--- src/logic/bsf_regs.svh ---
`ifndef BSF_REGS_SVH
`define BSF_REGS_SVH

// register byte offsets
`define CMD_OFFSET      12'h000
`define FLAGS_OFFSET    12'h004
`define STATE_OFFSET    12'h008
`define GPR_BASE        12'h100
`define GPR_LIMIT       12'h180
`define IO_BASE         12'h200
`define IO_LIMIT        12'h300

// command word fields
`define CMD_OP_LSB      0
`define CMD_REG_LSB     5
`define CMD_BIT_LSB     10
`define CMD_IO_LSB      13
`define CMD_WIDTH       19

// status register flag positions
`define FLAG_C          3'd0
`define FLAG_Z          3'd1
`define FLAG_N          3'd2
`define FLAG_V          3'd3
`define FLAG_S          3'd4
`define FLAG_H          3'd5
`define FLAG_T          3'd6
`define FLAG_I          3'd7

// state register fields
`define STATE_BUSY_BIT  0
`define STATE_BAD_BIT   1
`define STATE_SLP_LSB   8

// reset values
`define FLAGS_RESET     8'h00
`define SLEEP_CNT_RESET 8'h00

// execute cycles
`define IO_CLEAR_CYCLES 2
`define SIMPLE_CYCLES   1

// bus responses
`define RESP_OKAY       2'b00
`define RESP_SLVERR     2'b10

`endif

--- src/logic/bsf_pkg.sv ---
`include "bsf_regs.svh"

package bsf_pkg;

    typedef enum logic [4:0] {
        idle_op                = 5'h00,
        io_bit_clear_op        = 5'h01,
        logic_left_shift_op    = 5'h02,
        logic_right_shift_op   = 5'h03,
        carry_left_rotate_op   = 5'h04,
        carry_right_rotate_op  = 5'h05,
        sign_right_shift_op    = 5'h06,
        nibble_swap_op         = 5'h07,
        generic_flag_set_op    = 5'h08,
        generic_flag_clear_op  = 5'h09,
        reg_bit_to_transfer_op = 5'h0a,
        transfer_to_reg_bit_op = 5'h0b,
        carry_set_op           = 5'h0c,
        carry_clear_op         = 5'h0d,
        negative_set_op        = 5'h0e,
        negative_clear_op      = 5'h0f,
        zero_set_op            = 5'h10,
        zero_clear_op          = 5'h11,
        int_enable_op          = 5'h12,
        int_disable_op         = 5'h13,
        sign_flag_set_op       = 5'h14,
        sign_flag_clear_op     = 5'h15,
        overflow_set_op        = 5'h16,
        overflow_clear_op      = 5'h17,
        transfer_set_op        = 5'h18,
        transfer_clear_op      = 5'h19,
        half_carry_set_op      = 5'h1a,
        half_carry_clear_op    = 5'h1b,
        sleep_op               = 5'h1c
    } op_t;

    typedef struct packed {
        logic [5:0] io_addr;
        logic [2:0] bit_sel;
        logic [4:0] reg_idx;
        op_t        op;
    } cmd_t;

    typedef struct packed {
        logic [7:0] value;
        logic [7:0] flags;
        logic       write_reg;
        logic       write_io;
        logic       bad;
    } alu_out_t;

    typedef enum logic [3:0] {
        st_idle    = 4'b0001,
        st_fetch   = 4'b0010,
        st_exec    = 4'b0100,
        st_io_hold = 4'b1000
    } exec_state_t;

    typedef enum logic [2:0] {
        rd_idle = 3'b001,
        rd_wait = 3'b010,
        rd_resp = 3'b100
    } rd_state_t;

endpackage : bsf_pkg

--- src/logic/word_store.sv ---
module word_store #(
    parameter int WIDTH = 8,
    parameter int DEPTH = 32,
    parameter int AW    = $clog2(DEPTH)
) (
    input  wire logic             core_clk,
    input  wire logic             reset,
    input  wire logic             we,
    input  wire logic [AW-1:0]    waddr,
    input  wire logic [WIDTH-1:0] wdata,
    input  wire logic             re,
    input  wire logic [AW-1:0]    raddr,
    output logic      [WIDTH-1:0] rdata
);
    logic [WIDTH-1:0] mem [DEPTH];
    logic [WIDTH-1:0] next_rdata;

    always_comb
    begin
        next_rdata = rdata;
        if (re)
        begin
            next_rdata = mem[raddr];
        end
    end

    // storage has no reset: contents are software's to load
    always_ff @(posedge core_clk)
    begin
        if (we)
        begin
            mem[waddr] <= wdata;
        end
    end

    always_ff @(posedge core_clk or posedge reset)
    begin
        if (reset)
        begin
            rdata <= '0;
        end
        else
        begin
            rdata <= next_rdata;
        end
    end
endmodule : word_store

--- src/logic/bit_shift_flag_ops.sv ---
// How it works
// - clear-I/O-bit zeroes one I/O register bit, no flags, two cycles
// - logical left shift, zero into bit 0, updates Z C N V, one cycle
// - logical right shift, zero into bit 7, updates Z C N V, one cycle
// - rotate left through carry, old bit 7 to carry, one cycle
// - rotate right through carry, old bit 0 to carry, one cycle
// - arithmetic right shift keeps sign bit, updates Z C N V, one cycle
// - nibble swap exchanges register halves, no flag change, one cycle
// - bit store copies register bit into transfer flag only, one cycle
// - bit load copies transfer flag into register bit, no flags
// - set half-carry forces H to one, nothing else
// - clear half-carry forces H to zero, nothing else
// - set overflow forces V to one, nothing else
// - clear overflow forces V to zero, nothing else
// - set sign forces S to one, nothing else
// - clear sign forces S to zero, nothing else
// - sleep takes one cycle, no flags, signals the sleep logic
//
// The AXI4-Lite register port and the placing of the registers are this design's own decisions.
module bit_shift_flag_ops (
    input  wire logic        core_clk,
    input  wire logic        reset,
    input  wire logic [11:0] s_axi_awaddr,
    input  wire logic        s_axi_awvalid,
    output logic             s_axi_awready,
    input  wire logic [31:0] s_axi_wdata,
    input  wire logic [3:0]  s_axi_wstrb,
    input  wire logic        s_axi_wvalid,
    output logic             s_axi_wready,
    output logic [1:0]       s_axi_bresp,
    output logic             s_axi_bvalid,
    input  wire logic        s_axi_bready,
    input  wire logic [11:0] s_axi_araddr,
    input  wire logic        s_axi_arvalid,
    output logic             s_axi_arready,
    output logic [31:0]      s_axi_rdata,
    output logic [1:0]       s_axi_rresp,
    output logic             s_axi_rvalid,
    input  wire logic        s_axi_rready,
    output logic             sleep_req,
    output bsf_pkg::cmd_t    active_cmd
);
    import bsf_pkg::*;

    // execute core state
    exec_state_t state;
    exec_state_t next_state;
    logic [7:0]  status_register;
    logic [7:0]  next_status_register;
    logic        bad_op;
    logic        next_bad_op;
    logic [7:0]  sleep_count;
    logic [7:0]  next_sleep_count;
    logic        next_sleep_req;
    cmd_t        next_active_cmd;

    // bus write side
    logic        aw_hold;
    logic        next_aw_hold;
    logic [11:0] aw_addr;
    logic [11:0] next_aw_addr;
    logic        w_hold;
    logic        next_w_hold;
    logic [31:0] w_data;
    logic [31:0] next_w_data;
    logic [3:0]  w_strb;
    logic [3:0]  next_w_strb;
    logic        next_bvalid;
    logic [1:0]  next_bresp;

    // bus read side
    rd_state_t   rd_state;
    rd_state_t   next_rd_state;
    logic [11:0] rd_addr;
    logic [11:0] next_rd_addr;
    logic [31:0] next_rdata;
    logic [1:0]  next_rresp;

    // memory ports
    logic        gpr_we;
    logic [4:0]  gpr_waddr;
    logic [7:0]  gpr_wdata;
    logic        gpr_re;
    logic [4:0]  gpr_raddr;
    logic [7:0]  gpr_rdata;
    logic        io_we;
    logic [5:0]  io_waddr;
    logic [7:0]  io_wdata;
    logic        io_re;
    logic [5:0]  io_raddr;
    logic [7:0]  io_rdata;

    logic        wr_go;
    logic        exec_idle;
    alu_out_t    alu;

    word_store #(.WIDTH(8), .DEPTH(32)) u_gpr (
        .core_clk (core_clk),
        .reset    (reset),
        .we       (gpr_we),
        .waddr    (gpr_waddr),
        .wdata    (gpr_wdata),
        .re       (gpr_re),
        .raddr    (gpr_raddr),
        .rdata    (gpr_rdata)
    );

    word_store #(.WIDTH(8), .DEPTH(64)) u_io (
        .core_clk (core_clk),
        .reset    (reset),
        .we       (io_we),
        .waddr    (io_waddr),
        .wdata    (io_wdata),
        .re       (io_re),
        .raddr    (io_raddr),
        .rdata    (io_rdata)
    );

    function automatic logic in_range(input logic [11:0] a,
                                      input logic [11:0] lo,
                                      input logic [11:0] hi);
        in_range = (a >= lo) && (a < hi);
    endfunction : in_range

    // result and flag image of one operation; operand is register or I/O
    function automatic alu_out_t compute(input cmd_t c,
                                         input logic [7:0] gv,
                                         input logic [7:0] iv,
                                         input logic [7:0] f);
        alu_out_t o;
        logic     cy;
        o = '{value: gv, flags: f, write_reg: 1'b0, write_io: 1'b0,
               bad: 1'b0};
        cy = 1'b0;
        unique case (c.op)
            io_bit_clear_op:
            begin
                o.value = iv;
                o.value[c.bit_sel] = 1'b0;
                o.write_io = 1'b1;
            end
            logic_left_shift_op:
            begin
                o.value = {gv[6:0], 1'b0};
                cy = gv[7];
            end
            logic_right_shift_op:
            begin
                o.value = {1'b0, gv[7:1]};
                cy = gv[0];
            end
            carry_left_rotate_op:
            begin
                o.value = {gv[6:0], f[`FLAG_C]};
                cy = gv[7];
            end
            carry_right_rotate_op:
            begin
                o.value = {f[`FLAG_C], gv[7:1]};
                cy = gv[0];
            end
            sign_right_shift_op:
            begin
                o.value = {gv[7], gv[7:1]};
                cy = gv[0];
            end
            nibble_swap_op:
            begin
                o.value = {gv[3:0], gv[7:4]};
            end
            reg_bit_to_transfer_op:
            begin
                o.flags[`FLAG_T] = gv[c.bit_sel];
            end
            transfer_to_reg_bit_op:
            begin
                o.value[c.bit_sel] = f[`FLAG_T];
            end
            generic_flag_set_op:   o.flags[c.bit_sel] = 1'b1;
            generic_flag_clear_op: o.flags[c.bit_sel] = 1'b0;
            carry_set_op:          o.flags[`FLAG_C] = 1'b1;
            carry_clear_op:        o.flags[`FLAG_C] = 1'b0;
            negative_set_op:       o.flags[`FLAG_N] = 1'b1;
            negative_clear_op:     o.flags[`FLAG_N] = 1'b0;
            zero_set_op:           o.flags[`FLAG_Z] = 1'b1;
            zero_clear_op:         o.flags[`FLAG_Z] = 1'b0;
            int_enable_op:         o.flags[`FLAG_I] = 1'b1;
            int_disable_op:        o.flags[`FLAG_I] = 1'b0;
            transfer_set_op:       o.flags[`FLAG_T] = 1'b1;
            transfer_clear_op:     o.flags[`FLAG_T] = 1'b0;
            half_carry_set_op:     o.flags[`FLAG_H] = 1'b1;
            half_carry_clear_op:   o.flags[`FLAG_H] = 1'b0;
            overflow_set_op:       o.flags[`FLAG_V] = 1'b1;
            overflow_clear_op:     o.flags[`FLAG_V] = 1'b0;
            sign_flag_set_op:      o.flags[`FLAG_S] = 1'b1;
            sign_flag_clear_op:    o.flags[`FLAG_S] = 1'b0;
            idle_op, sleep_op:     o.bad = 1'b0;
            default:               o.bad = 1'b1;
        endcase
        if (c.op inside {logic_left_shift_op, logic_right_shift_op,
                         carry_left_rotate_op, carry_right_rotate_op,
                         sign_right_shift_op})
        begin
            // S and H are left alone: only Z C N V follow a shift
            o.flags[`FLAG_C] = cy;
            o.flags[`FLAG_Z] = (o.value == 8'h00);
            o.flags[`FLAG_N] = o.value[7];
            o.flags[`FLAG_V] = o.value[7] ^ cy;
        end
        if (c.op inside {logic_left_shift_op, logic_right_shift_op,
                         carry_left_rotate_op, carry_right_rotate_op,
                         sign_right_shift_op, nibble_swap_op,
                         transfer_to_reg_bit_op})
        begin
            o.write_reg = 1'b1;
        end
        return o;
    endfunction : compute

    assign exec_idle     = (state == st_idle);
    assign wr_go         = aw_hold && w_hold && !s_axi_bvalid && exec_idle
                           && (rd_state == rd_idle);
    assign s_axi_awready = !aw_hold && !s_axi_bvalid;
    assign s_axi_wready  = !w_hold && !s_axi_bvalid;
    assign s_axi_arready = (rd_state == rd_idle) && exec_idle;
    assign alu           = compute(active_cmd, gpr_rdata, io_rdata,
                                   status_register);

    // memory port steering: execution owns the ports outside idle
    always_comb
    begin
        gpr_we    = 1'b0;
        gpr_waddr = aw_addr[6:2];
        gpr_wdata = w_data[7:0];
        io_we     = 1'b0;
        io_waddr  = aw_addr[7:2];
        io_wdata  = w_data[7:0];
        gpr_re    = 1'b0;
        gpr_raddr = s_axi_araddr[6:2];
        io_re     = 1'b0;
        io_raddr  = s_axi_araddr[7:2];
        if (state == st_fetch)
        begin
            gpr_re    = 1'b1;
            gpr_raddr = active_cmd.reg_idx;
            io_re     = 1'b1;
            io_raddr  = active_cmd.io_addr;
        end
        else if (s_axi_arvalid && s_axi_arready)
        begin
            gpr_re = in_range(s_axi_araddr, `GPR_BASE, `GPR_LIMIT);
            io_re  = in_range(s_axi_araddr, `IO_BASE, `IO_LIMIT);
        end
        if (state == st_exec)
        begin
            gpr_we    = alu.write_reg;
            gpr_waddr = active_cmd.reg_idx;
            gpr_wdata = alu.value;
            io_we     = alu.write_io;
            io_waddr  = active_cmd.io_addr;
            io_wdata  = alu.value;
        end
        else if (wr_go && w_strb[0])
        begin
            gpr_we = in_range(aw_addr, `GPR_BASE, `GPR_LIMIT);
            io_we  = in_range(aw_addr, `IO_BASE, `IO_LIMIT);
        end
    end

    // execute sequencer and bus write handling
    always_comb
    begin
        next_state           = state;
        next_status_register = status_register;
        next_bad_op          = bad_op;
        next_sleep_count     = sleep_count;
        next_sleep_req       = 1'b0;
        next_active_cmd      = active_cmd;
        next_aw_hold         = aw_hold;
        next_aw_addr         = aw_addr;
        next_w_hold          = w_hold;
        next_w_data          = w_data;
        next_w_strb          = w_strb;
        next_bvalid          = s_axi_bvalid;
        next_bresp           = s_axi_bresp;
        if (s_axi_awvalid && s_axi_awready)
        begin
            next_aw_hold = 1'b1;
            next_aw_addr = s_axi_awaddr;
        end
        if (s_axi_wvalid && s_axi_wready)
        begin
            next_w_hold = 1'b1;
            next_w_data = s_axi_wdata;
            next_w_strb = s_axi_wstrb;
        end
        if (s_axi_bvalid && s_axi_bready)
        begin
            next_bvalid = 1'b0;
        end
        unique case (state)
            st_idle:
            begin
                if (wr_go)
                begin
                    next_aw_hold = 1'b0;
                    next_w_hold  = 1'b0;
                    next_bvalid  = 1'b1;
                    next_bresp   = `RESP_OKAY;
                    if (aw_addr == `CMD_OFFSET)
                    begin
                        // a partial command word would launch garbage
                        if (w_strb[2:0] == 3'b111)
                        begin
                            next_active_cmd = cmd_t'(w_data[`CMD_WIDTH-1:0]);
                            next_bad_op     = 1'b0;
                            next_state      = st_fetch;
                        end
                    end
                    else if (aw_addr == `FLAGS_OFFSET)
                    begin
                        if (w_strb[0])
                        begin
                            next_status_register = w_data[7:0];
                        end
                    end
                    else if (aw_addr == `STATE_OFFSET)
                    begin
                        next_bresp = `RESP_OKAY;
                    end
                    else if (!in_range(aw_addr, `GPR_BASE, `GPR_LIMIT)
                             && !in_range(aw_addr, `IO_BASE, `IO_LIMIT))
                    begin
                        next_bresp = `RESP_SLVERR;
                    end
                end
            end
            st_fetch:
            begin
                next_state = st_exec;
            end
            st_exec:
            begin
                // one execute cycle: flags and register land together
                next_status_register = alu.flags;
                next_bad_op          = alu.bad;
                if (active_cmd.op == sleep_op)
                begin
                    next_sleep_req   = 1'b1;
                    next_sleep_count = sleep_count + 8'h01;
                end
                if (alu.write_io)
                begin
                    next_state = st_io_hold;
                end
                else
                begin
                    next_state = st_idle;
                end
            end
            st_io_hold:
            begin
                next_state = st_idle;
            end
        endcase
    end

    always_ff @(posedge core_clk or posedge reset)
    begin
        if (reset)
        begin
            state           <= st_idle;
            status_register <= `FLAGS_RESET;
            bad_op          <= 1'b0;
            sleep_count     <= `SLEEP_CNT_RESET;
            sleep_req       <= 1'b0;
            active_cmd      <= '0;
            aw_hold         <= 1'b0;
            aw_addr         <= 12'h000;
            w_hold          <= 1'b0;
            w_data          <= 32'h0000_0000;
            w_strb          <= 4'h0;
            s_axi_bvalid    <= 1'b0;
            s_axi_bresp     <= `RESP_OKAY;
        end
        else
        begin
            state           <= next_state;
            status_register <= next_status_register;
            bad_op          <= next_bad_op;
            sleep_count     <= next_sleep_count;
            sleep_req       <= next_sleep_req;
            active_cmd      <= next_active_cmd;
            aw_hold         <= next_aw_hold;
            aw_addr         <= next_aw_addr;
            w_hold          <= next_w_hold;
            w_data          <= next_w_data;
            w_strb          <= next_w_strb;
            s_axi_bvalid    <= next_bvalid;
            s_axi_bresp     <= next_bresp;
        end
    end

    // bus read: address taken, memory word arrives, answer held
    always_comb
    begin
        next_rd_state = rd_state;
        next_rd_addr  = rd_addr;
        next_rdata    = s_axi_rdata;
        next_rresp    = s_axi_rresp;
        unique case (rd_state)
            rd_idle:
            begin
                if (s_axi_arvalid && s_axi_arready)
                begin
                    next_rd_addr  = s_axi_araddr;
                    next_rd_state = rd_wait;
                end
            end
            rd_wait:
            begin
                next_rdata    = 32'h0000_0000;
                next_rresp    = `RESP_OKAY;
                next_rd_state = rd_resp;
                if (rd_addr == `FLAGS_OFFSET)
                begin
                    next_rdata[7:0] = status_register;
                end
                else if (rd_addr == `STATE_OFFSET)
                begin
                    next_rdata[`STATE_BUSY_BIT] = !exec_idle;
                    next_rdata[`STATE_BAD_BIT]  = bad_op;
                    next_rdata[`STATE_SLP_LSB +: 8] = sleep_count;
                end
                else if (rd_addr == `CMD_OFFSET)
                begin
                    next_rdata[`CMD_WIDTH-1:0] = active_cmd;
                end
                else if (in_range(rd_addr, `GPR_BASE, `GPR_LIMIT))
                begin
                    next_rdata[7:0] = gpr_rdata;
                end
                else if (in_range(rd_addr, `IO_BASE, `IO_LIMIT))
                begin
                    next_rdata[7:0] = io_rdata;
                end
                else
                begin
                    next_rresp = `RESP_SLVERR;
                end
            end
            rd_resp:
            begin
                if (s_axi_rready)
                begin
                    next_rd_state = rd_idle;
                end
            end
        endcase
    end

    assign s_axi_rvalid = (rd_state == rd_resp);

    always_ff @(posedge core_clk or posedge reset)
    begin
        if (reset)
        begin
            rd_state    <= rd_idle;
            rd_addr     <= 12'h000;
            s_axi_rdata <= 32'h0000_0000;
            s_axi_rresp <= `RESP_OKAY;
        end
        else
        begin
            rd_state    <= next_rd_state;
            rd_addr     <= next_rd_addr;
            s_axi_rdata <= next_rdata;
            s_axi_rresp <= next_rresp;
        end
    end
endmodule : bit_shift_flag_ops

--- config.mk ---
export PLATFORM = sky130hd
export DESIGN_NAME = bit_shift_flag_ops
export DESIGN_NICKNAME = d
export VERILOG_FILES = /design/src/logic/bsf_pkg.sv /design/src/logic/word_store.sv /design/src/logic/bit_shift_flag_ops.sv
export VERILOG_INCLUDE_DIRS = /design/src /design/src/logic
export SDC_FILE = /design/constraint.sdc
export NUM_CORES = 1
export LEC_CHECK = 0
export BUFFER_PORTS_ARGS = -buffer_cell sky130_fd_sc_hd__buf_4
export CORE_MARGIN = 5
export CORE_UTILIZATION = 65
export DETAILED_ROUTE_END_ITERATION = 6
export PLACE_DENSITY = 0.88
export SLEW_MARGIN = 20
export SYNTH_ARGS = -nofsm -noshare
export SYNTH_HDL_FRONTEND = slang
export SYNTH_SLANG_ARGS = --single-unit
--- constraint.sdc ---
create_clock -name core_clk -period 9.59 [get_ports core_clk]
set_input_delay 2.3975 -clock core_clk [delete_from_list [all_inputs] [get_ports core_clk]]
set_output_delay 2.3975 -clock core_clk [all_outputs]
set_load 0.1 [all_outputs]
==> impl_results.md <==
- Setup bufs post-CTS: 0
- Clock share of power: 25.8%
- Slew Viols, Final: 0
- Seq/Total Area, Yosys: 68.71%
- TritonCTS Buffers: 85
- Reg2reg setup slack: 4.48 ns
- RSZ-0062 raised after global routing: no
- First-pass GRT wire length: 155900 um
- Relative slew slack: 21.92%
- Hold violation count in the final report: 0
- DIE AREA: 63890 sq um
- Sequential power share: 43.1%
- CP arrival: 6.04 ns
- Share of cells above drive strength 1: 14.61%
- GPL Wtd Cong: 0.9588
- Final period util: 57.52%
- Vias in the first global route: 25100
- Via/cell ratio: 7.227
- Setup crit end: u_io.rdata[5]
- CTS Sinks: 898
- WL per Instance: 29.91 um
- Worst EP required: 10.12 ns
- CTS root buf: clkbuf_16
- Input/output buffers: 98
- H-tree Lvls: 3
- Final net count: 2774
- Hold Path Class: register to register
- Area Overhead vs Synth: 10.17%
- CTS tree: yes
- Syn_area_per_cell: 14.44 sq um
- #FFs+latches synth: 898
- Setup Skew: 0.02728 ns
- Nature of the critical path endpoint: register
- Core area: 58690 sq um
- Top FF cell, synth: edfxtp_1
- Initial core utilization: 65.27%
- Largest net degree at the start of global routing: 97
- Failing checks: design-rule violations
- Leak: 0.01449 uW
- Critical-path cell with the highest stage delay: mux2_4
- Status: finished with violations
- Power, Total: 12740 uW
- Slowest Stage Delay on Critical Path: 0.77 ns
- Number of synthesized flops with an enable pin: 768
- Crit path cell chain: buf_4 > mux2_4 > buf_4 > mux2_2 > a221o_1 > a221oi_1 > o21ai_0 > o2111a_1
- Final Cell Area: 42200 sq um
- Reg clk slew, reported paths: 0.06 ns
- Util after Layout: 71.91%
- Max FO, Critical Path: 65
- Worst reg-to-reg path cell count: 10
- Antenna violations before repair: 1
- Cells after Synth: 2653
- Critical path startpoint category: input port
- CP startpoint: s_axi_araddr[3]
- RR Endpoint: u_io.rdata[5]
- First DRT Iteration DRCs: 4449
- Detailed Place HPWL: 61580 um
- FF-to-FF Start: state[1]
- Post-Layout Cell Count: 3546
- Min Clock Period, post-route: 5.516 ns
- Final wirelength: 106100 um
- Post-Syn Area: 38300 sq um
- Peak VDD IR: 0.0003143 V
- Quantity of hold-fixing buffers added after cts: 0
- # DRC: 10
- Most frequent cell on the critical path: buf_4
- Drt pass-1 iters: 7
- I/O Pins: 128
- Synth unique cells: 87
- Max_cap viols: 0
- Async SR Flop Fraction: 14.48%
- Sw Pwr: 4610 uW
- Setup-failing EPs final: 0
- Clock Tree Buf Depth: 3
- Switching Share: 36.18%
- Pint: 8131 uW
- Setup Crit Path Kind: input port to register
- Power Dens Cells: 301.9 nW/um^2
- Placed instance area: 39460 sq um
- Die Span X: 252.8 um
- Standard-cell rows: 89
- Clk_lat worst skew: 0.65 ns
- Tot GR Track Use: 32.31%
- Placed cell count: 3390
- Ys Warns: 0
- Register area: 26320 sq um
- Max frequency: 181.3 MHz
- Comb pwr share: 31.1%
- Worst-margin pin slew: 1.171 ns
- Final ANT Viol Nets: 0
- Setup TNS: 0 ns
- Vias: 25630
- Multi-input logic area: 11140 sq um
- Die H: 252.8 um
- Post-CTS Resized: 0
- Total global routing overflow: 0
- Layout fillers: 3332
## worst max-delay path: cells and delay by family
family	cells	cell delay (ns)
AOI/OAI and AO/OA	4	1.19
buffers and inverters	2	1.14
muxes	2	1.19
## worst min-delay path by stage
stage	start	end	slack [ns]	cells past startpoint
final	rd_state[1]	rd_state[0]	0.47	1
after floorplan	rd_state[1]	rd_state[0]	0.41	1
after detailed placement	rd_state[1]	rd_state[0]	0.46	1
after global routing	rd_state[1]	rd_state[0]	0.49	1
after global placement	rd_state[1]	rd_state[0]	0.43	1
after CTS	rd_state[1]	rd_state[0]	0.47	1
## metrics by stage
step           worst slack, ns  hold WS, ns
3_5_place_dp             3.638       0.4565
3_3_place_gp             3.745       0.4250
4_1_cts                  4.272       0.4682
6_report                 4.074       0.4715
5_1_grt                  3.975       0.4855
2_1_floorplan            3.726       0.4132
## power by group through the flow
stage,registers [uW],clock network (uW),logic (uW)
5_1_grt,5490,3470,4130
6_report,5490,3290,3970
3_3_place_gp,5530,0,3540
2_1_floorplan,5560,0,2460
4_1_cts,5470,3290,3800
3_5_place_dp,5550,0,3720
## registers in the layout (all words and copies together) (netlist names), 3 cells and up
register	count
active_cmd	19
aw_addr	12
rd_addr	12
rd_state	3
s_axi_rdata	19
sleep_count	8
state	4
status_register	8
u_gpr.mem	256
u_gpr.rdata	8
u_io.mem	512
u_io.rdata	8
w_data	19
w_strb	3
## cell type report
class,count,share of cell area [%]
clock inverter,46,0.9547
sequential,898,62.37
clock buffer,107,5.384
antenna,1,0.005930
multi-input combinational,1574,26.39
inverter,13,0.1394
tap,773,2.292
timing repair buffer,134,2.470
## layer usage
layer / wire, um / global-route usage (%) / vias up
met3: 14160 / 8.788 / 437
li1: - / - / 10360
met2: 50520 / 52.08 / 2340
met4: 5623 / 15.18 / 0
met1: 35770 / 41.52 / 12490
met5: 0 / 0 / -
## cell usage in the layout (no fill, tap or decap), types with 9 or more instances in the layout
cell,synthesis,final
a211oi_1,9,9
a21oi_1,133,130
a221o_1,10,10
a221oi_1,46,46
a22oi_1,14,14
a31oi_1,37,37
and3_1,12,12
buf_4,26,131
clkbuf_1,98,18
clkbuf_16,0,87
clkinv_1,0,25
conb_1,1,15
dfrtp_1,128,128
edfxtp_1,768,768
inv_1,12,11
mux2_2,79,79
mux2i_1,145,142
mux4_1,21,21
mux4_2,45,45
nand2_1,301,300
nand2b_1,75,74
nand3_1,65,65
nand3b_1,19,19
nand4_1,17,17
nor2_1,152,148
nor3_1,36,35
nor3b_1,10,10
nor4_1,13,13
o211ai_1,41,41
o21ai_0,90,89
o221ai_1,16,16
o22ai_1,34,34
o31ai_1,9,9
## cells by family (layout without fill, tap and decap cells)
kind of cell / count (synthesis) / in the layout / synth area share [%]
multiplexers: 294 / 294 / 10.36
flip-flops: 898 / 898 / 68.71
buffers and inverters: 195 / 300 / 2.679
adder cells (fa/ha/maj): 1 / 1 / 0.03266
AO/OA/AOI/OAI: 508 / 508 / 8.852
XOR/XNOR: 9 / 9 / 0.2058
AND/OR/NAND/NOR: 747 / 747 / 9.153
other: 1 / 16 / 0.009790
## synth_stat cells (13+ instances only)
library cell / n / area, sq um
a21oi_1: 133 / 665.6
a221oi_1: 46 / 402.9
a22oi_1: 14 / 105.1
a31oi_1: 37 / 231.5
buf_2: 30 / 150.1
buf_4: 26 / 195.2
buf_6: 13 / 146.4
clkbuf_1: 98 / 367.9
dfrtp_1: 128 / 3203
edfxtp_1: 768 / 23060
mux2_2: 79 / 889.6
mux2i_1: 145 / 1451
mux4_1: 21 / 551.8
mux4_2: 45 / 1013
nand2_1: 301 / 1130
nand2b_1: 75 / 469.2
nand3_1: 65 / 325.3
nand3b_1: 19 / 142.6
nand4_1: 17 / 106.4
nor2_1: 152 / 570.6
nor3_1: 36 / 180.2
nor4_1: 13 / 81.33
o211ai_1: 41 / 307.8
o21ai_0: 90 / 450.4
o221ai_1: 16 / 140.1
o22ai_1: 34 / 212.7
Power figures use the tool's default switching activity.
